`src/psis_pkg.sv`:
```
// shared constants, timing counts and state encoding of the pressure sensor target
`default_nettype none
package psis_pkg;
    // bus address of the target, seven-bit form
    localparam logic [6:0] TARGET_ADDR = 7'h28;
    // clock period of clk_sys
    localparam int CLK_PERIOD_NS = 4;
    // longest delays in their own unit, counts round down
    localparam int POWERUP_INTERFACE_DELAY_NS = 1000000;
    localparam int POWERUP_MEASURE_DELAY_NS = 2500000;
    localparam int WAKEUP_INTERFACE_DELAY_NS = 500000;
    localparam int WAKEUP_MEASURE_DELAY_NS = 2000000;
    localparam int POWERUP_INTERFACE_DELAY_CYC = POWERUP_INTERFACE_DELAY_NS / CLK_PERIOD_NS;
    localparam int POWERUP_MEASURE_DELAY_CYC = POWERUP_MEASURE_DELAY_NS / CLK_PERIOD_NS;
    localparam int WAKEUP_INTERFACE_DELAY_CYC = WAKEUP_INTERFACE_DELAY_NS / CLK_PERIOD_NS;
    localparam int WAKEUP_MEASURE_DELAY_CYC = WAKEUP_MEASURE_DELAY_NS / CLK_PERIOD_NS;
    // width of the start-up counters, covers the longest delay
    localparam int DELAY_CNT_W = 20;
    // conversion time of one command, in cycles
    localparam int CONV_CYC = 64;
    // count width and calibrated end points
    localparam int COUNT_W = 14;
    localparam logic [13:0] ZERO_10_90 = 14'h0666;
    localparam logic [13:0] FULL_10_90 = 14'h399A;
    localparam logic [13:0] ZERO_5_95 = 14'h0333;
    localparam logic [13:0] FULL_5_95 = 14'h3CCB;
    // command length limits
    localparam logic [1:0] MAX_CMD_BYTES = 2'h3;
    localparam logic [1:0] HS_CMD_BYTES = 2'h3;
    // status byte fields
    localparam int STAT_READY_BIT = 6;
    localparam int STAT_BUSY_BIT = 5;
    // reset values
    localparam logic [7:0] BYTE_RST = 8'h00;
    localparam logic [13:0] RESULT_RST = 14'h0000;
    // target protocol states
    typedef enum logic [2:0] {
        ST_IDLE, ST_ADDR, ST_ADDR_ACK, ST_WR, ST_WR_ACK, ST_RD, ST_RD_ACK
    } psis_state_e;
endpackage
`default_nettype wire

```
`src/psis_if.sv`:
```
// interfaces between line front end, protocol core and measurement engine
`default_nettype none
interface psis_line_if;
    logic scl_rise; // one-cycle pulse, scl went high
    logic scl_fall; // one-cycle pulse, scl went low
    logic start; // one-cycle pulse, start or repeated start
    logic stop; // one-cycle pulse, stop condition
    logic sda_s; // synchronised data line level
    logic sleep_s; // synchronised sleep request
    logic hs_s; // synchronised high-speed mode select
    logic range_s; // synchronised range select, 1 = 5%-95%
    modport drv (output scl_rise, scl_fall, start, stop, sda_s, sleep_s, hs_s, range_s);
    modport use_side (input scl_rise, scl_fall, start, stop, sda_s, sleep_s, hs_s, range_s);
endinterface
interface psis_meas_if;
    logic cmd_go; // one-cycle pulse, command accepted on the bus
    logic [7:0] cmd_code; // first byte of that command
    logic busy; // level, command executing
    logic [13:0] result; // last pressure count
    logic if_ready; // level, bus interface usable
    logic meas_ready; // level, measurement path usable
    modport core (output cmd_go, cmd_code, input busy, result, if_ready, meas_ready);
    modport meas (input cmd_go, cmd_code, output busy, result, if_ready, meas_ready);
endinterface
`default_nettype wire

```
`src/psis_line.sv`:
```
// pin synchronisers and bus condition detection
`default_nettype none
module psis_line (
    input wire logic clk_sys,
    input wire logic sys_rst,
    input wire logic scl_in,
    input wire logic sda_in,
    input wire logic sleep_in,
    input wire logic hs_in,
    input wire logic range_in,
    psis_line_if.drv line
);
    localparam int NPIN = 5;
    logic [NPIN-1:0] pins; // raw pin vector
    logic [NPIN-1:0] sync2; // second stage, first stage never read elsewhere
    logic [1:0] prev_reg; // scl and sda one cycle back
    logic [1:0] prev_next;
    logic [3:0] evt_reg; // rise, fall, start, stop
    logic [3:0] evt_next;

    assign pins = {range_in, hs_in, sleep_in, sda_in, scl_in};

    // two flops per pin before any logic looks at it
    genvar g;
    generate
        for (g = 0; g < NPIN; g++) begin : g_sync
            logic s1_reg;
            logic s2_reg;
            always_ff @(posedge clk_sys) begin
                if (sys_rst) begin // mode pins idle low
                    s1_reg <= (g < 2);
                    s2_reg <= (g < 2);
                end else begin
                    s1_reg <= pins[g];
                    s2_reg <= s1_reg;
                end
            end
            assign sync2[g] = s2_reg;
        end
    endgenerate

    // edge and condition decode on the settled levels
    always_comb begin
        prev_next = sync2[1:0];
        evt_next[3] = sync2[0] & ~prev_reg[0];
        evt_next[2] = ~sync2[0] & prev_reg[0];
        // data falling while clock stays high is a start
        evt_next[1] = sync2[0] & prev_reg[0] & prev_reg[1] & ~sync2[1];
        // data rising while clock stays high is a stop
        evt_next[0] = sync2[0] & prev_reg[0] & ~prev_reg[1] & sync2[1];
    end

    // register the decoded conditions
    always_ff @(posedge clk_sys) begin
        if (sys_rst) begin
            prev_reg <= 2'h3;
            evt_reg <= 4'h0;
        end else begin
            prev_reg <= prev_next;
            evt_reg <= evt_next;
        end
    end

    assign line.scl_rise = evt_reg[3];
    assign line.scl_fall = evt_reg[2];
    assign line.start = evt_reg[1];
    assign line.stop = evt_reg[0];
    assign line.sda_s = prev_reg[1];
    assign line.sleep_s = sync2[2];
    assign line.hs_s = sync2[3];
    assign line.range_s = sync2[4];
endmodule // psis_line
`default_nettype wire

```
`src/psis_meas.sv`:
```
// start-up gating, command execution and pressure count scaling
`default_nettype none
module psis_meas #(
    parameter int PU_IF_CYC = psis_pkg::POWERUP_INTERFACE_DELAY_CYC,
    parameter int PU_MS_CYC = psis_pkg::POWERUP_MEASURE_DELAY_CYC,
    parameter int WU_IF_CYC = psis_pkg::WAKEUP_INTERFACE_DELAY_CYC,
    parameter int WU_MS_CYC = psis_pkg::WAKEUP_MEASURE_DELAY_CYC,
    parameter int CONV = psis_pkg::CONV_CYC
) (
    input wire logic clk_sys,
    input wire logic sys_rst,
    input wire logic sleep_s,
    input wire logic range_s,
    input wire logic [13:0] meas_raw,
    psis_meas_if.meas mif
);
    localparam int CW = psis_pkg::DELAY_CNT_W;
    logic [CW-1:0] if_cnt_reg, if_cnt_next; // cycles until interface usable
    logic [CW-1:0] ms_cnt_reg, ms_cnt_next; // cycles until analog path usable
    logic [15:0] conv_reg, conv_next; // remaining conversion cycles
    logic busy_reg, busy_next;
    logic [13:0] res_reg, res_next;
    logic if_rdy_reg, if_rdy_next;
    logic ms_rdy_reg, ms_rdy_next;
    logic [13:0] zero, span;
    logic [27:0] prod;

    // raw plus one so the top code lands on full scale
    always_comb begin
        zero = range_s ? psis_pkg::ZERO_5_95 : psis_pkg::ZERO_10_90;
        span = range_s ? (psis_pkg::FULL_5_95 - psis_pkg::ZERO_5_95)
                       : (psis_pkg::FULL_10_90 - psis_pkg::ZERO_10_90);
        prod = ({14'h0000, meas_raw} + 28'h1) * {14'h0000, span};
    end

    // delay counters, command state and result
    always_comb begin
        if_cnt_next = if_cnt_reg;
        ms_cnt_next = ms_cnt_reg;
        conv_next = conv_reg;
        busy_next = busy_reg;
        res_next = res_reg;
        if (sleep_s) begin
            // reload so the wake delays start when sleep ends
            if_cnt_next = CW'(WU_IF_CYC);
            ms_cnt_next = CW'(WU_MS_CYC);
        end else begin
            if (if_cnt_reg != '0) if_cnt_next = if_cnt_reg - 1'b1;
            if (ms_cnt_reg != '0) ms_cnt_next = ms_cnt_reg - 1'b1;
        end
        if (!busy_reg) begin
            // a command during execution is dropped, not queued
            if (mif.cmd_go) begin
                busy_next = 1'b1;
                conv_next = 16'(CONV);
            end
        end else if (ms_rdy_reg && !sleep_s) begin
            // conversion only advances once the analog path is up
            if (conv_reg != 16'h0000) begin
                conv_next = conv_reg - 16'h0001;
            end else begin
                res_next = zero + prod[27:14];
                busy_next = 1'b0;
            end
        end
        if_rdy_next = (if_cnt_next == '0) && !sleep_s;
        ms_rdy_next = (ms_cnt_next == '0) && !sleep_s;
    end

    // register all state; reset acts as power being applied
    always_ff @(posedge clk_sys) begin
        if (sys_rst) begin
            if_cnt_reg <= CW'(PU_IF_CYC);
            ms_cnt_reg <= CW'(PU_MS_CYC);
            conv_reg <= 16'h0000;
            busy_reg <= 1'b0;
            res_reg <= psis_pkg::RESULT_RST;
            if_rdy_reg <= 1'b0;
            ms_rdy_reg <= 1'b0;
        end else begin
            if_cnt_reg <= if_cnt_next;
            ms_cnt_reg <= ms_cnt_next;
            conv_reg <= conv_next;
            busy_reg <= busy_next;
            res_reg <= res_next;
            if_rdy_reg <= if_rdy_next;
            ms_rdy_reg <= ms_rdy_next;
        end
    end

    assign mif.busy = busy_reg;
    assign mif.result = res_reg;
    assign mif.if_ready = if_rdy_reg;
    assign mif.meas_ready = ms_rdy_reg;
endmodule // psis_meas
`default_nettype wire

```
`src/psis_top.sv`:
```
// pressure sensor bus target: protocol core joining line front end and measurement engine
// Notes on behaviour
// - answer only to seven-bit address 0x28
// - normal mode accepts one to three command bytes
// - result readable after busy clears
// - status byte readable at any time; here only once if_ready is set, not before or in sleep
// - start, stop, ack, repeated start all handled
// - never stretch clock, seven-bit addressing only
// - high-speed mode commands exactly three bytes
// - result is fourteen-bit unsigned count
// - 10-90 range zero reads 666
// - 10-90 range full scale reads 399A
// - 5-95 range zero reads 333
// - 5-95 range full scale reads 3CCB
// - interface usable 1 ms after power
// - measurement usable 2.5 ms after power
// - interface usable 0.5 ms after wake
// - measurement usable 2 ms after wake
`default_nettype none
module psis_top #(
    parameter int PU_IF_CYC = psis_pkg::POWERUP_INTERFACE_DELAY_CYC,
    parameter int PU_MS_CYC = psis_pkg::POWERUP_MEASURE_DELAY_CYC,
    parameter int WU_IF_CYC = psis_pkg::WAKEUP_INTERFACE_DELAY_CYC,
    parameter int WU_MS_CYC = psis_pkg::WAKEUP_MEASURE_DELAY_CYC,
    parameter int CONV = psis_pkg::CONV_CYC
) (
    input wire logic clk_sys,
    input wire logic sys_rst,
    input wire logic scl_in,
    input wire logic sda_in,
    output logic sda_out,
    output logic sda_oe_n,
    input wire logic sleep_in,
    input wire logic hs_in,
    input wire logic range_in,
    input wire logic [13:0] meas_raw,
    output logic busy,
    output logic cmd_strobe,
    output logic [7:0] cmd_code,
    output logic [1:0] cmd_len,
    output logic [23:0] cmd_bytes
);
    psis_line_if line ();
    psis_meas_if mif ();

    // pin front end
    psis_line u_line (
        .clk_sys(clk_sys),
        .sys_rst(sys_rst),
        .scl_in(scl_in),
        .sda_in(sda_in),
        .sleep_in(sleep_in),
        .hs_in(hs_in),
        .range_in(range_in),
        .line(line)
    );

    // delay gating and command execution
    psis_meas #(
        .PU_IF_CYC(PU_IF_CYC),
        .PU_MS_CYC(PU_MS_CYC),
        .WU_IF_CYC(WU_IF_CYC),
        .WU_MS_CYC(WU_MS_CYC),
        .CONV(CONV)
    ) u_meas (
        .clk_sys(clk_sys),
        .sys_rst(sys_rst),
        .sleep_s(line.sleep_s),
        .range_s(line.range_s),
        .meas_raw(meas_raw),
        .mif(mif)
    );

    psis_pkg::psis_state_e st_reg, st_next; // protocol state
    logic [3:0] bit_reg, bit_next; // bits moved in the current byte
    logic [7:0] sh_reg, sh_next; // shift register for both directions
    logic [1:0] rd_idx_reg, rd_idx_next; // index of the next read byte
    logic [1:0] wr_cnt_reg, wr_cnt_next; // command bytes collected
    logic [23:0] buf_reg, buf_next; // collected command bytes, first in top
    logic wr_act_reg, wr_act_next; // a write transfer is open
    logic nack_reg, nack_next; // master refused the last read byte
    logic oe_n_reg, oe_n_next; // low pulls sda low
    logic go_reg, go_next; // accept pulse to the engine
    logic [7:0] code_reg, code_next;
    logic [1:0] len_reg, len_next;
    logic busy_reg;
    logic issue; // the open write closes as a valid command

    // status first, then the count high part, then the low part
    function automatic logic [7:0] tx_byte(input logic [1:0] idx, input logic bsy, input logic rdy,
                                           input logic [13:0] res);
        logic [7:0] b;
        b = psis_pkg::BYTE_RST;
        unique case (idx)
            2'h0: begin
                b[psis_pkg::STAT_BUSY_BIT] = bsy;
                b[psis_pkg::STAT_READY_BIT] = rdy;
            end
            2'h1: b = {2'b00, res[13:8]};
            2'h2: b = res[7:0];
            2'h3: b = psis_pkg::BYTE_RST;
        endcase
        return b;
    endfunction

    // a write of the right length becomes a command when it ends
    always_comb begin
        issue = wr_act_reg && (wr_cnt_reg != 2'h0)
                && (!line.hs_s || wr_cnt_reg == psis_pkg::HS_CMD_BYTES);
    end

    // protocol next state; sda is only ever pulled low, scl never touched
    always_comb begin
        st_next = st_reg;
        bit_next = bit_reg;
        sh_next = sh_reg;
        rd_idx_next = rd_idx_reg;
        wr_cnt_next = wr_cnt_reg;
        buf_next = buf_reg;
        wr_act_next = wr_act_reg;
        nack_next = nack_reg;
        oe_n_next = oe_n_reg;
        go_next = 1'b0;
        code_next = code_reg;
        len_next = len_reg;
        if (line.start || line.stop) begin
            // both close an open write; repeated start reopens addressing
            if (issue) begin
                go_next = 1'b1;
                code_next = buf_reg[23:16];
                len_next = wr_cnt_reg;
            end
            wr_act_next = 1'b0;
            oe_n_next = 1'b1;
            bit_next = 4'h0;
            st_next = line.start ? psis_pkg::ST_ADDR : psis_pkg::ST_IDLE;
        end else begin
            unique case (st_reg)
                psis_pkg::ST_IDLE: begin
                    oe_n_next = 1'b1;
                end
                psis_pkg::ST_ADDR: begin
                    if (line.scl_rise) begin
                        sh_next = {sh_reg[6:0], line.sda_s};
                        bit_next = bit_reg + 4'h1;
                    end else if (line.scl_fall && bit_reg == 4'h8) begin
                        // other addresses and a not yet ready interface get no ack
                        if (sh_reg[7:1] == psis_pkg::TARGET_ADDR && mif.if_ready) begin
                            oe_n_next = 1'b0;
                            st_next = psis_pkg::ST_ADDR_ACK;
                        end else begin
                            st_next = psis_pkg::ST_IDLE;
                        end
                    end
                end
                psis_pkg::ST_ADDR_ACK: begin
                    if (line.scl_fall) begin
                        bit_next = 4'h0;
                        if (sh_reg[0]) begin
                            // read: every read opens with the status byte
                            sh_next = tx_byte(2'h0, busy_reg, mif.meas_ready, mif.result);
                            oe_n_next = tx_byte(2'h0, busy_reg, mif.meas_ready, mif.result) >> 7 != 8'h00;
                            rd_idx_next = 2'h1;
                            st_next = psis_pkg::ST_RD;
                        end else begin
                            oe_n_next = 1'b1;
                            wr_act_next = 1'b1;
                            wr_cnt_next = 2'h0;
                            buf_next = 24'h000000;
                            st_next = psis_pkg::ST_WR;
                        end
                    end
                end
                psis_pkg::ST_WR: begin
                    if (line.scl_rise) begin
                        sh_next = {sh_reg[6:0], line.sda_s};
                        bit_next = bit_reg + 4'h1;
                    end else if (line.scl_fall && bit_reg == 4'h8) begin
                        bit_next = 4'h0;
                        if (wr_cnt_reg != psis_pkg::MAX_CMD_BYTES) begin
                            // place byte by arrival order, first byte on top
                            unique case (wr_cnt_reg)
                                2'h0: buf_next[23:16] = sh_reg;
                                2'h1: buf_next[15:8] = sh_reg;
                                default: buf_next[7:0] = sh_reg;
                            endcase
                            wr_cnt_next = wr_cnt_reg + 2'h1;
                            oe_n_next = 1'b0;
                            st_next = psis_pkg::ST_WR_ACK;
                        end else begin
                            // a fourth byte is refused, the command stays three long
                            st_next = psis_pkg::ST_WR;
                        end
                    end
                end
                psis_pkg::ST_WR_ACK: begin
                    if (line.scl_fall) begin
                        oe_n_next = 1'b1;
                        st_next = psis_pkg::ST_WR;
                    end
                end
                psis_pkg::ST_RD: begin
                    if (line.scl_fall) begin
                        if (bit_reg == 4'h7) begin
                            oe_n_next = 1'b1;
                            st_next = psis_pkg::ST_RD_ACK;
                        end else begin
                            sh_next = {sh_reg[6:0], 1'b0};
                            oe_n_next = sh_reg[6];
                            bit_next = bit_reg + 4'h1;
                        end
                    end
                end
                psis_pkg::ST_RD_ACK: begin
                    if (line.scl_rise) begin
                        nack_next = line.sda_s;
                    end else if (line.scl_fall) begin
                        bit_next = 4'h0;
                        if (nack_reg) begin
                            st_next = psis_pkg::ST_IDLE;
                        end else begin
                            // data bytes follow status whether busy is set or clear
                            sh_next = tx_byte(rd_idx_reg, busy_reg, mif.meas_ready, mif.result);
                            oe_n_next = tx_byte(rd_idx_reg, busy_reg, mif.meas_ready, mif.result) >> 7 != 8'h00;
                            rd_idx_next = (rd_idx_reg == 2'h3) ? 2'h3 : rd_idx_reg + 2'h1;
                            st_next = psis_pkg::ST_RD;
                        end
                    end
                end
            endcase
        end
    end

    // register protocol state; outputs other than busy, cmd_bytes and the constant sda_out come straight from these flops
    always_ff @(posedge clk_sys) begin
        if (sys_rst) begin
            st_reg <= psis_pkg::ST_IDLE;
            bit_reg <= 4'h0;
            sh_reg <= psis_pkg::BYTE_RST;
            rd_idx_reg <= 2'h0;
            wr_cnt_reg <= 2'h0;
            buf_reg <= 24'h000000;
            wr_act_reg <= 1'b0;
            nack_reg <= 1'b0;
            oe_n_reg <= 1'b1;
            go_reg <= 1'b0;
            code_reg <= psis_pkg::BYTE_RST;
            len_reg <= 2'h0;
        end else begin
            st_reg <= st_next;
            bit_reg <= bit_next;
            sh_reg <= sh_next;
            rd_idx_reg <= rd_idx_next;
            wr_cnt_reg <= wr_cnt_next;
            buf_reg <= buf_next;
            wr_act_reg <= wr_act_next;
            nack_reg <= nack_next;
            oe_n_reg <= oe_n_next;
            go_reg <= go_next;
            code_reg <= code_next;
            len_reg <= len_next;
        end
    end

    logic [23:0] bytes_reg; // command bytes as delivered
    // latch the delivered bytes with the accept pulse
    always_ff @(posedge clk_sys) begin
        if (sys_rst) begin
            bytes_reg <= 24'h000000;
        end else if (go_next) begin
            bytes_reg <= buf_reg;
        end
    end

    assign busy_reg = mif.busy;
    assign mif.cmd_go = go_reg;
    assign mif.cmd_code = code_reg;
    assign sda_out = 1'b0; // open drain: level is always low, enable decides
    assign sda_oe_n = oe_n_reg;
    assign busy = mif.busy;
    assign cmd_strobe = go_reg;
    assign cmd_code = code_reg;
    assign cmd_len = len_reg;
    assign cmd_bytes = bytes_reg;
endmodule // psis_top
`default_nettype wire

```
`config.mk`:
```
export PLATFORM = sky130hd
export DESIGN_NAME = psis_top
export DESIGN_NICKNAME = d
export VERILOG_FILES = /design/src/psis_pkg.sv /design/src/psis_if.sv /design/src/psis_line.sv /design/src/psis_meas.sv /design/src/psis_top.sv
export SDC_FILE = /design/constraint.sdc
export NUM_CORES = 1
export LEC_CHECK = 0
export ABC_AREA = 1
export BUFFER_PORTS_ARGS = -buffer_cell sky130_fd_sc_hd__buf_2
export CAP_MARGIN = 25
export CORE_MARGIN = 3
export CORE_UTILIZATION = 50
export CTS_BUF_LIST = sky130_fd_sc_hd__clkbuf_4 sky130_fd_sc_hd__clkbuf_8
export CTS_CLUSTER_DIAMETER = 150
export CTS_CLUSTER_SIZE = 16
export DETAILED_ROUTE_END_ITERATION = 7
export PLACE_DENSITY = 0.71
export SKIP_CTS_REPAIR_TIMING = 1
export SYNTH_ARGS = -nofsm -noshare
export SYNTH_HDL_FRONTEND = slang
export SYNTH_SLANG_ARGS = --single-unit
```
`constraint.sdc`:
```
create_clock -name clk_sys -period 20.5 [get_ports clk_sys]
set_input_delay 2.05 -clock clk_sys [delete_from_list [all_inputs] [get_ports clk_sys]]
set_output_delay 2.05 -clock clk_sys [all_outputs]
set_load 0.01 [all_outputs]
```
* Yosys cells after proc, flatten, opt, wreduce, memory -nomap -nowiden
Index checks and enable logic that the tools add are counted.
** Operators by class
- Add/subtract/negate cells :: 8
- Multiply operators :: 1
- Div/mod/pow operators :: 0
- Order comparisons :: 0
- Eq/ne operators :: 48
- Shifts and indexed selects :: 0
- Mux-type cells :: 90
- Bitwise operators :: 14
- Reduce and logical (&&, ||, !) cells :: 44
** Operators with widths (count)
- $mux W24 :: 5
- $mux W8 :: 11
- $mux W20 :: 4
- $mux W16 :: 4
- $pmux W24 S2 :: 1
- $mux W3 :: 14
- $logic_not A20 Y1 :: 2
- $reduce_bool A20 Y1 :: 2
- $sub A20 B1 Y20 const B :: 2
- $pmux W8 S4 :: 1
- $ne A2 B2 Y1 const B :: 15
- $mul A28 B14 Y28 :: 1
- $mux W4 :: 7
- $mux W2 :: 12
- $reduce_and A8 Y1 :: 3
- $mux W1 :: 22
- $pmux W4 S5 :: 1
- $ne A3 B3 Y1 const B :: 6
- $pmux W3 S6 :: 1
- $ne A2 B1 Y1 const B :: 8
- $reduce_bool A16 Y1 :: 1
- $sub A16 B1 Y16 const B :: 1
- $add A14 B1 Y15 const B :: 1
- $ne A3 B2 Y1 const B :: 5
- other kinds (37) :: 75
** Storage, ports and cells
- Register bits :: 170
- Bits in latches :: 0
- Memory bits (writable) :: 0
- ROM bits :: 0
- Input bits :: 21
- Memories kept :: 0

* Logic depth before layout (Yosys ltp)
Gate-level depths: netlist of the first run.
- Depth after elaboration :: 7
- Depth in mapped cells :: 46

* Cells and area by module
Synthesis of the first run repeated with hierarchy kept, for this count alone.
** Second synthesis, totals
- Cells, all modules :: 1949
- Area total of the unflattened synthesis :: 13778.2 um^2
** By module, submodules not included
- psis_meas :: times used 1, cells each 1339, area each 9587.9 um^2, seq. area each 1461.4 um^2
- psis_top :: times used 1, cells each 563, area each 3732.3 um^2, seq. area each 1461.4 um^2
- psis_line :: times used 1, cells each 47, area each 457.9 um^2, seq. area each 320.3 um^2

* Least setup slack after synthesis of the first run
OpenSTA, ideal clock, no wires.
- Path kind :: input port to flip-flop
- From :: input meas_raw[0]
- To :: register u_meas.res_reg[13], in the netlist u_meas.mif.result[13]
- Arrival :: 8209 ps
- Setup slack :: 12183 ps
- Cell stages on the path :: 42
- Buffers on the path :: 0
- Path through :: ha_1 > nand2_1 > nor2_1 > inv_1 > nor2_1 > inv_2 > nor2_2 > nand3_2 > nor2_4 > xor2_4 > nand2_2 > xor2_1 > ha_1 > ha_1 > inv_1 > fa_1 > inv_1 > fa_1 > (+6 left out) > nand2_1 > a21oi_1 > o21bai_1 > a21oi_1 > o21bai_1 > a21oi_1 > xor2_1 > inv_1 > ha_1 > nand3_1 > nor2_1 > nand2_1 > nand2_1 > inv_1 > nand3_1 > nand3_1 > nand2_1 > inv_1
** On the way
- Longest elaborated chain between the ends :: 3
** Ends and longest elaborated chain
- from (decl) :: RTL line psis_top.sv:36 : input wire logic [13:0] meas_raw,
- $add A14 B1 Y15 :: RTL line psis_meas.sv:33 : prod = ({14'h0000, meas_raw} + 28'h1) * {14'h0000, span};
- $mul A28 B14 Y28 :: RTL line psis_meas.sv:33
- $add A14 B14 Y14 :: RTL line psis_meas.sv:62 : res_next = zero + prod[27:14];
- to (signal assigned) :: RTL line psis_meas.sv:77 : res_reg <= psis_pkg::RESULT_RST;
- to (signal assigned) :: RTL line psis_meas.sv:85 : res_reg <= res_next;
- to (decl) :: RTL line psis_meas.sv:22 : logic [13:0] res_reg, res_next;
No other way between the ends.
A chain may end at the register's enable or synchronous reset.

* Final worst setup path of the first run
Ends and elaborated chain as after synthesis.

==> implementation parameters, run 1 <==
Parameter                              Value

Power
  Net load switching power    1.270 mW
  Sequential group share of total power    0.139
  Leakage power    7.175 nW
  Power Dens Cells    165.4 mW/mm^2
  VDD IR max    0.1613 mV
  Clock share of power    0.108
  Power after layout    2.401 mW
  Fraction of power spent switching nets    0.5292
  Share of power burned in combinational logic    0.753
  Cell-internal power    1.130 mW

Floorplanning
  Chip height    170.4 um
  Starting density of the core    0.5141
  Placeable core region    0.02628 sq mm
  Row count    59
  Die extent in x    170.4 um
  Top-Level Pins    59
  Floorplan die area    0.02903 sq mm

Detailed routing
  Routed len/inst    13.27 um
  Residual DRC    0
  Routed metal-1 wirelength    14260 um
  Total met3 wirelength after detailed routing    1016 um
  Total number of vias    11.45k
  Met2 routed WL    14140 um
  First drt pass iteration count    7
  Vias per Instance    5.111
  Highest layer used for signal routing    met4
  DRT iter0 DRCs    757
  Drt total wl    29730 um
  Antenna-violating nets left    0

Timing
  Worst-margin pin slew    0.9082 ns
  Post-route clock period utilization    0.4300
  Final setup fails    0
  Hold Fails Final Rpt    0
  Time the worst path needs with I/O delays and setup    8.815 ns
  Worst-case headroom to the max-slew limit    0.3938
  Highest clock frequency the design can meet    0.1134 GHz
  Accumulated negative setup slack    0 ns
  Slew Limit Fails    0
  Worst Skew    0.01813 ns
  Worst hold slack    0.4059 ns
  Setup repair after global routing missed its margin    false

Worst setup path
  Kind of end point of the critical path    flip-flop
  Cell family with the largest share of critical-path delay    adder cells
  Depth of the worst register-to-register path    35
  Critical path fanouts, max    8
  Worst EP required    20.85 ns
  Number of logic stages on the critical path including buffering    43
  R2R Setup Slk    13.19 ns
  Buffers and inverters on the worst path    9
  Launching instance or port of the critical path    meas_raw[0]
  Longest individual stage delay on the worst path    0.50 ns
  Max stage delay cell, worst path    sky130_fd_sc_hd__fa_1
  Critical R2R Launch    u_line.line.range_s
  Setup Crit Path Kind    in2reg
  Worst path arrival time    9.17 ns
  CP startpoint kind    input port
  Capture point of the critical path    u_meas.mif.result[13]
  RR Endpoint    u_meas.mif.result[13]

Global route
  Number of global-route vias before repair    11.19k
  Antenna violations before repair    0
  First-pass GRT wire length    51400 um
  Pin count of the biggest net entering global routing    75
  Total track usage    0.2122
  Total congestion overflow after global routing    0

Logic synthesis
  Warnings, synthesis    0
  Number of synthesized register bits    162
  Number of standard cells after synthesis    1845
  Summed instance area of the synthesized netlist    0.01351 sq mm
  Share of synthesized area occupied by flip-flops and latches    0.2400
  Number of library cell types mapped by synthesis    64
  EDFF count, synth    0
  Per-instance average area after synthesis    7.323 sq um
  Main flop type after synthesis    sky130_fd_sc_hd__dfxtp_1
  Share of synthesized flip-flops with an asynchronous set or reset    0
  Largest area contributor in the synthesized netlist    sky130_fd_sc_hd__dfxtp_1
  Top cells by area in the synthesized netlist    sky130_fd_sc_hd__dfxtp_1 24%, sky130_fd_sc_hd__ha_1 13%, sky130_fd_sc_hd__fa_1 12%
  Share of Yosys cell area claimed by the top area cell type    0.2400

Clock tree
  CTS tree    yes
  Clock latency reported for the late side of the worst-skew pair    0.45 ns
  CTS Buf Count    17
  CTS HTree Levels    4
  Clock root buffer master    sky130_fd_sc_hd__clkbuf_8
  Clock sink count    162
  Clock transition at the register clock pins on the worst setup and hold paths after CTS    0.09 ns
  Buffer depth of the longest clock path    2

Place
  Count of port buffers added during placement    57
  Routability cong.    0.9189
  Detailed placer's ending HPWL    23730 um
  Placed standard-cell area    0.01408 sq mm

Final layout
  Max FFs per register    24
  Number of diodes added for antenna fixing    0
  Leading cell type in the layout, fill and taps excluded    sky130_fd_sc_hd__inv_1
  Commonest non-fill, non-tap cells in the layout    335 x sky130_fd_sc_hd__inv_1, 278 x sky130_fd_sc_hd__nand2_1, 198 x sky130_fd_sc_hd__nor2_1
  Final design instance area without fill    0.01451 sq mm
  P&R area growth vs syn    7.409%
  Number of nets in the layout    2132
  Share of cells above drive strength 1    0.1018

Worst hold path
  Kind of path behind the tightest hold check    reg2reg

Flow run
  Maximum Capacitance Violations    0

Outcome
  Status    complete, no violations
-- routing by layer --
layer,up-vias,track usage
met5,-,0
met4,0,0.04339
met3,24,0.02834
met2,197,0.3701
met1,5258,0.2829
li1,5975,-
-- cell families after synthesis --
logic type,synth area share
fa+ha+maj,0.2434
compound gates,0.1369
xor+xnor,0.03177
mux,0.0007409
other cells,0.0005559
simple gates,0.2295
buf+inv,0.1171
flops,0.2400
-- final cells by class --
| class | instances | area [sq um] |
|---|---|---|
| timing repair buffer | 61 | 315.3 |
| fill | 2521 | 11770 |
| inverter | 363 | 1363 |
| clock inverter | 11 | 177.7 |
| clock buffer | 19 | 255.2 |
| sequential | 162 | 3243 |
| multi-input combinational | 1290 | 8738 |
| tap | 335 | 419.2 |
-- cells in the mapped netlist (3+ instances only) --
library cell               number
sky130_fd_sc_hd__inv_1        336
sky130_fd_sc_hd__nand2_1      278
sky130_fd_sc_hd__nor2_1       198
sky130_fd_sc_hd__dfxtp_1      162
sky130_fd_sc_hd__ha_1         138
sky130_fd_sc_hd__o21ai_0      118
sky130_fd_sc_hd__a21oi_1      117
sky130_fd_sc_hd__fa_1          78
sky130_fd_sc_hd__nand3_1       67
sky130_fd_sc_hd__nor3_1        40
sky130_fd_sc_hd__xor2_1        32
sky130_fd_sc_hd__clkbuf_1      26
sky130_fd_sc_hd__inv_2         26
sky130_fd_sc_hd__nor2_2        22
sky130_fd_sc_hd__nand4_1       21
sky130_fd_sc_hd__o21bai_1      19
sky130_fd_sc_hd__o21ai_1       16
sky130_fd_sc_hd__buf_4         13
sky130_fd_sc_hd__nand2_2       13
sky130_fd_sc_hd__xnor2_1       12
sky130_fd_sc_hd__a211oi_1       9
sky130_fd_sc_hd__a31oi_1        8
sky130_fd_sc_hd__nor2_4         8
sky130_fd_sc_hd__or2_2          7
sky130_fd_sc_hd__o21a_1         6
sky130_fd_sc_hd__and2_1         5
sky130_fd_sc_hd__nor4_1         5
sky130_fd_sc_hd__a21o_1         4
sky130_fd_sc_hd__nor3b_1        4
sky130_fd_sc_hd__a21boi_0       3
sky130_fd_sc_hd__a21oi_2        3
sky130_fd_sc_hd__a22oi_1        3
sky130_fd_sc_hd__nand3_2        3
sky130_fd_sc_hd__nor3_2         3
sky130_fd_sc_hd__nor3_4         3
-- per-stage QoR --
step	setup WS (ns)	cells	util
after floorplan	12.18	1858	-
after global placement	11.51	2211	0.5357
after detailed placement	11.32	2211	0.5357
after CTS	11.77	2241	0.5522
after global routing	11.09	2241	0.5522
final	11.68	2241	0.5522
-- power by group through the flow --
stage	Clock (mW)	Sequential, mW	Combinational, mW
2_1_floorplan	0	0.338	1.44
3_3_place_gp	0	0.340	1.74
3_5_place_dp	0	0.340	1.78
4_1_cts	0.266	0.333	1.80
5_1_grt	0.278	0.334	2.09
6_report	0.260	0.333	1.81
-- worst register-to-register path: cells and delay by family, from the launching register on --
kind | cells | cell delay [ns]
buffers and inverters | 9 | 1.24
DFF | 1 | 0.32
AOI/OAI and AO/OA | 7 | 1.35
xor gates and xnor gates | 1 | 0.16
adders and majority gates | 8 | 2.81
and+or+nand+nor | 10 | 1.33
-- worst min path at each step --
stage                                  from             endpoint  slack, ns  cells past startpoint
global placement    u_line.g_sync[2].s1_reg  u_line.line.sleep_s       0.39                      2
finish              u_line.g_sync[2].s1_reg  u_line.line.sleep_s       0.41                      2
global route        u_line.g_sync[2].s1_reg  u_line.line.sleep_s       0.43                      2
detailed placement  u_line.g_sync[2].s1_reg  u_line.line.sleep_s       0.40                      2
CTS                 u_line.g_sync[2].s1_reg  u_line.line.sleep_s       0.41                      2
floorplan           u_line.g_sync[3].s1_reg     u_line.line.hs_s       0.39                      2
Note: power is estimated with default switching activity, not from simulation.
==> run 2: changes to the inputs <==
- ABC_AREA: 1 -> 0
- PLACE_DENSITY: 0.71 -> 0.74
- clock period: 20.5 -> 7.4 ns (I/O delays scaled with it)
==> run 2 against run 1 <==
Net effect: synthesized area shrank 6.2%; critical path type unchanged; sequential share of layout area down 0.38 points; via count is 9.2% lower; utilization up 4.8 points; worst setup slack got worse by 11 ns; critical path depth shrank 9; synthesized cell count decreased by 20%.
==> implementation parameters, run 2 <==
Parameter                              Value

Outcome
  Status    complete, no violations (unchanged)

Detailed routing
  First drt pass iteration count    6 (was 7)
  Residual DRC    0 (unchanged)
  Antenna-violating nets left    0 (unchanged)
  DRT iter0 DRCs    535 (was 757)
  Drt total wl    27690 um (was 29730 um)
  Routed len/inst    14.25 um (was 13.27 um)
  Vias per Instance    5.352 (was 5.111)
  Total number of vias    10.40k (was 11.45k)

Logic synthesis
  Top cells by area in the synthesized netlist    sky130_fd_sc_hd__dfxtp_1 26%, sky130_fd_sc_hd__ha_1 14%, sky130_fd_sc_hd__fa_1 12% (was sky130_fd_sc_hd__dfxtp_1 24%, sky130_fd_sc_hd__ha_1 13%, sky130_fd_sc_hd__fa_1 12%)
  Share of synthesized area occupied by flip-flops and latches    0.2558 (was 0.2400)
  EDFF count, synth    0 (unchanged)
  Number of library cell types mapped by synthesis    87 (was 64)
  Main flop type after synthesis    sky130_fd_sc_hd__dfxtp_1 (unchanged)
  Number of synthesized register bits    162 (unchanged)
  Per-instance average area after synthesis    8.624 sq um (was 7.323 sq um)
  Share of synthesized flip-flops with an asynchronous set or reset    0 (unchanged)
  Most frequent cells after synthesis    182 x sky130_fd_sc_hd__nor2_1, 162 x sky130_fd_sc_hd__dfxtp_1, 138 x sky130_fd_sc_hd__ha_1, 132 x sky130_fd_sc_hd__inv_1, 127 x sky130_fd_sc_hd__nand2_1 (was 336 x sky130_fd_sc_hd__inv_1, 278 x sky130_fd_sc_hd__nand2_1, 198 x sky130_fd_sc_hd__nor2_1, 162 x sky130_fd_sc_hd__dfxtp_1, 138 x sky130_fd_sc_hd__ha_1)
  Summed instance area of the synthesized netlist    0.01268 sq mm (was 0.01351 sq mm)
  Most numerous cell in the Yosys netlist    sky130_fd_sc_hd__nor2_1 (was sky130_fd_sc_hd__inv_1)
  Warnings, synthesis    0 (unchanged)
  Largest area contributor in the synthesized netlist    sky130_fd_sc_hd__dfxtp_1 (unchanged)
  Share of Yosys cell area claimed by the top area cell type    0.2558 (was 0.2400)
  Number of standard cells after synthesis    1470 (was 1845)

Timing
  Hold Fails Final Rpt    0 (unchanged)
  Post-route clock period utilization    0.9741
  Highest clock frequency the design can meet    0.1387 GHz
  Time the worst path needs with I/O delays and setup    7.208 ns
  Worst hold slack    0.4431 ns (was 0.4059 ns)
  Final setup fails    0 (unchanged)
  Worst-case headroom to the max-slew limit    0.3176 (was 0.3938)
  Slew Limit Fails    0 (unchanged)
  Worst-margin pin slew    0.9978 ns (was 0.9082 ns)
  Fin worst setup slack    0.1918 ns (was 11.68 ns)
  Worst Skew    0.01109 ns (was 0.01813 ns)

Global route
  Antenna violations before repair    0 (unchanged)
  Total track usage    0.2067 (was 0.2122)
  Pin count of the biggest net entering global routing    104 (was 75)
  Total congestion overflow after global routing    0 (unchanged)
  First-pass GRT wire length    46500 um (was 51400 um)
  Number of global-route vias before repair    10.13k (was 11.19k)

Power
  Clock share of power    0.085 (was 0.108)
  Cell-internal power    4.625 mW (was 1.130 mW)
  Power Dens Cells    553.9 mW/mm^2 (was 165.4 mW/mm^2)
  Net load switching power    3.551 mW (was 1.270 mW)
  Fraction of power spent switching nets    0.4343 (was 0.5292)
  Power after layout    8.176 mW (was 2.401 mW)
  Sequential group share of total power    0.112 (was 0.139)
  Leakage power    6.314 nW (was 7.175 nW)
  VDD IR max    0.7316 mV (was 0.1613 mV)
  Share of power burned in combinational logic    0.803 (was 0.753)

Worst setup path
  R2R Setup Slk    0.46 ns (was 13.19 ns)
  Kind of end point of the critical path    flip-flop (unchanged)
  CP startpoint kind    input port (unchanged)
  Buffers and inverters on the worst path    7 (was 9)
  Critical path fanouts, max    5 (was 8)
  Critical R2R Launch    u_line.line.range_s (unchanged)
  Depth of the worst register-to-register path    30 (was 35)
  Max stage delay cell, worst path    sky130_fd_sc_hd__fa_1 (unchanged)
  Longest individual stage delay on the worst path    0.60 ns (was 0.50 ns)
  Cell family with the largest share of critical-path delay    adder cells (unchanged)
  RR Endpoint    u_meas.mif.result[13] (unchanged)
  Worst path arrival time    7.55 ns (was 9.17 ns)
  Worst EP required    7.74 ns (was 20.85 ns)
  Setup Crit Path Kind    in2reg (unchanged)

Clock tree
  Clock sink count    162 (unchanged)
  Clock transition at the register clock pins on the worst setup and hold paths after CTS    0.08 ns (was 0.09 ns)
  Clock latency reported for the late side of the worst-skew pair    0.45 ns (about the same)
  CTS tree    yes (unchanged)
  CTS HTree Levels    4 (unchanged)
  CTS Buf Count    17 (unchanged)
  Buffer depth of the longest clock path    2 (unchanged)
  Clock root buffer master    sky130_fd_sc_hd__clkbuf_8 (unchanged)

Floorplanning
  Placeable core region    0.02460 sq mm (was 0.02628 sq mm)
  Chip height    165.2 um (was 170.4 um)
  Top-Level Pins    59 (unchanged)
  Die extent in x    165.2 um (was 170.4 um)
  Floorplan die area    0.02730 sq mm (was 0.02903 sq mm)
  Row count    57 (was 59)
  Starting density of the core    0.5152 (was 0.5141)

Final layout
  Number of diodes added for antenna fixing    0 (unchanged)
  Non-filler instance count after layout    1943 (was 2241)
  P&R area growth vs syn    16.44% (was 7.409%)
  Share of cells above drive strength 1    0.1884 (was 0.1018)
  Leading cell type in the layout, fill and taps excluded    sky130_fd_sc_hd__nor2_1 (was sky130_fd_sc_hd__inv_1)
  Commonest non-fill, non-tap cells in the layout    176 x sky130_fd_sc_hd__nor2_1, 162 x sky130_fd_sc_hd__dfxtp_1, 129 x sky130_fd_sc_hd__inv_1 (was 335 x sky130_fd_sc_hd__inv_1, 278 x sky130_fd_sc_hd__nand2_1, 198 x sky130_fd_sc_hd__nor2_1)
  Max FFs per register    24 (unchanged)
  Final design utilization    0.5999 (was 0.5522)
  Number of nets in the layout    1843 (was 2132)

Place
  Count of port buffers added during placement    57 (unchanged)
  Routability cong.    0.9376 (was 0.9189)
  Detailed placer's ending HPWL    21570 um (was 23730 um)
  Post-Place Cells    1907 (was 2211)
  Pre-CTS worst setup slack    -0.4045 ns (was 11.32 ns)

Worst hold path
  Startpoint of the lowest-slack hold path    u_line.g_sync[0].s1_reg (was u_line.g_sync[2].s1_reg)
  Kind of path behind the tightest hold check    reg2reg (unchanged)
  Cell depth of the worst hold path    1 (was 2)
  Endpoint of the worst hold-timing path    u_line.g_sync[0].s2_reg (was u_line.line.sleep_s)

Flow run
  Maximum Capacitance Violations    0 (unchanged)
-- run 2: power by group through the flow --
stage          Sequential [mW]  Clock [mW]  Combinational (mW)
3_3_place_gp             0.936           0                5.99
2_1_floorplan            0.928           0                4.34
5_1_grt                  0.922       0.736                7.38
3_5_place_dp             0.937           0                6.14
4_1_cts                  0.917       0.705                6.18
6_report                 0.918       0.691                6.57
-- run 2: cells by family after synthesis --
group | synth area share
simple gates | 0.2065
compound gates | 0.1292
fa+ha+maj | 0.2594
buf+inv | 0.06277
flops | 0.2558
xor+xnor | 0.05872
mux | 0.02704
other cells | 0.0005924
-- run 2: area by class of cell --
| cell class | instances | area (sq um) |
|---|---|---|
| Timing Repair Buffer | 164 | 1095 |
| Fill cell | 2156 | 9843 |
| Multi-Input combinational cell | 1126 | 9077 |
| Inverter | 135 | 506.7 |
| Clock buffer | 21 | 282.8 |
| Sequential cell | 162 | 3243 |
| Tap cell | 324 | 405.4 |
| Clock inverter | 11 | 151.4 |
-- run 2: routing by layer --
layer / GRT usage / share of wire / routed length, um / vias to the layer above
met3: 0.02220 / 0.029 / 806 / 50
li1: - / - / - / 5262
met2: 0.3710 / 0.49 / 13650 / 174
met5: 0 / 0 / 0 / -
met1: 0.2571 / 0.45 / 12520 / 4912
met4: 0.07129 / 0.026 / 718 / 0
-- run 2: worst max-delay path by stage --
stage | from | endpoint | slack (ns) | cells after the start
after floorplan | meas_raw[1] | u_meas.mif.result[13] | 0.03 | 32
after global placement | meas_raw[0] | u_meas.mif.result[13] | -0.11 | 34
after detailed placement | meas_raw[0] | u_meas.mif.result[13] | -0.40 | 34
after CTS | meas_raw[0] | u_meas.mif.result[13] | 0.04 | 34
after global routing | meas_raw[0] | u_meas.mif.result[13] | -0.10 | 34
final | meas_raw[0] | u_meas.mif.result[13] | 0.19 | 34
-- run 2: worst register-to-register path, delay by kind of cell (launching register included) --
kind / cells / cell delay (ns)
muxes: 1 / 0.21
AOI/OAI and AO/OA: 7 / 1.39
and+or+nand+nor: 8 / 1.21
adders and majority gates: 8 / 2.69
DFF: 1 / 0.37
buffers and inverters: 4 / 0.65
xor gates and xnor gates: 2 / 0.30
-- run 2: metrics by stage --
step	setup TNS (ns)	area, sq um
2_1_floorplan	0	12900
3_3_place_gp	-0.1845	14080
3_5_place_dp	-1.048	14080
4_1_cts	0	14520
5_1_grt	-0.1885	14760
6_report	0	14760
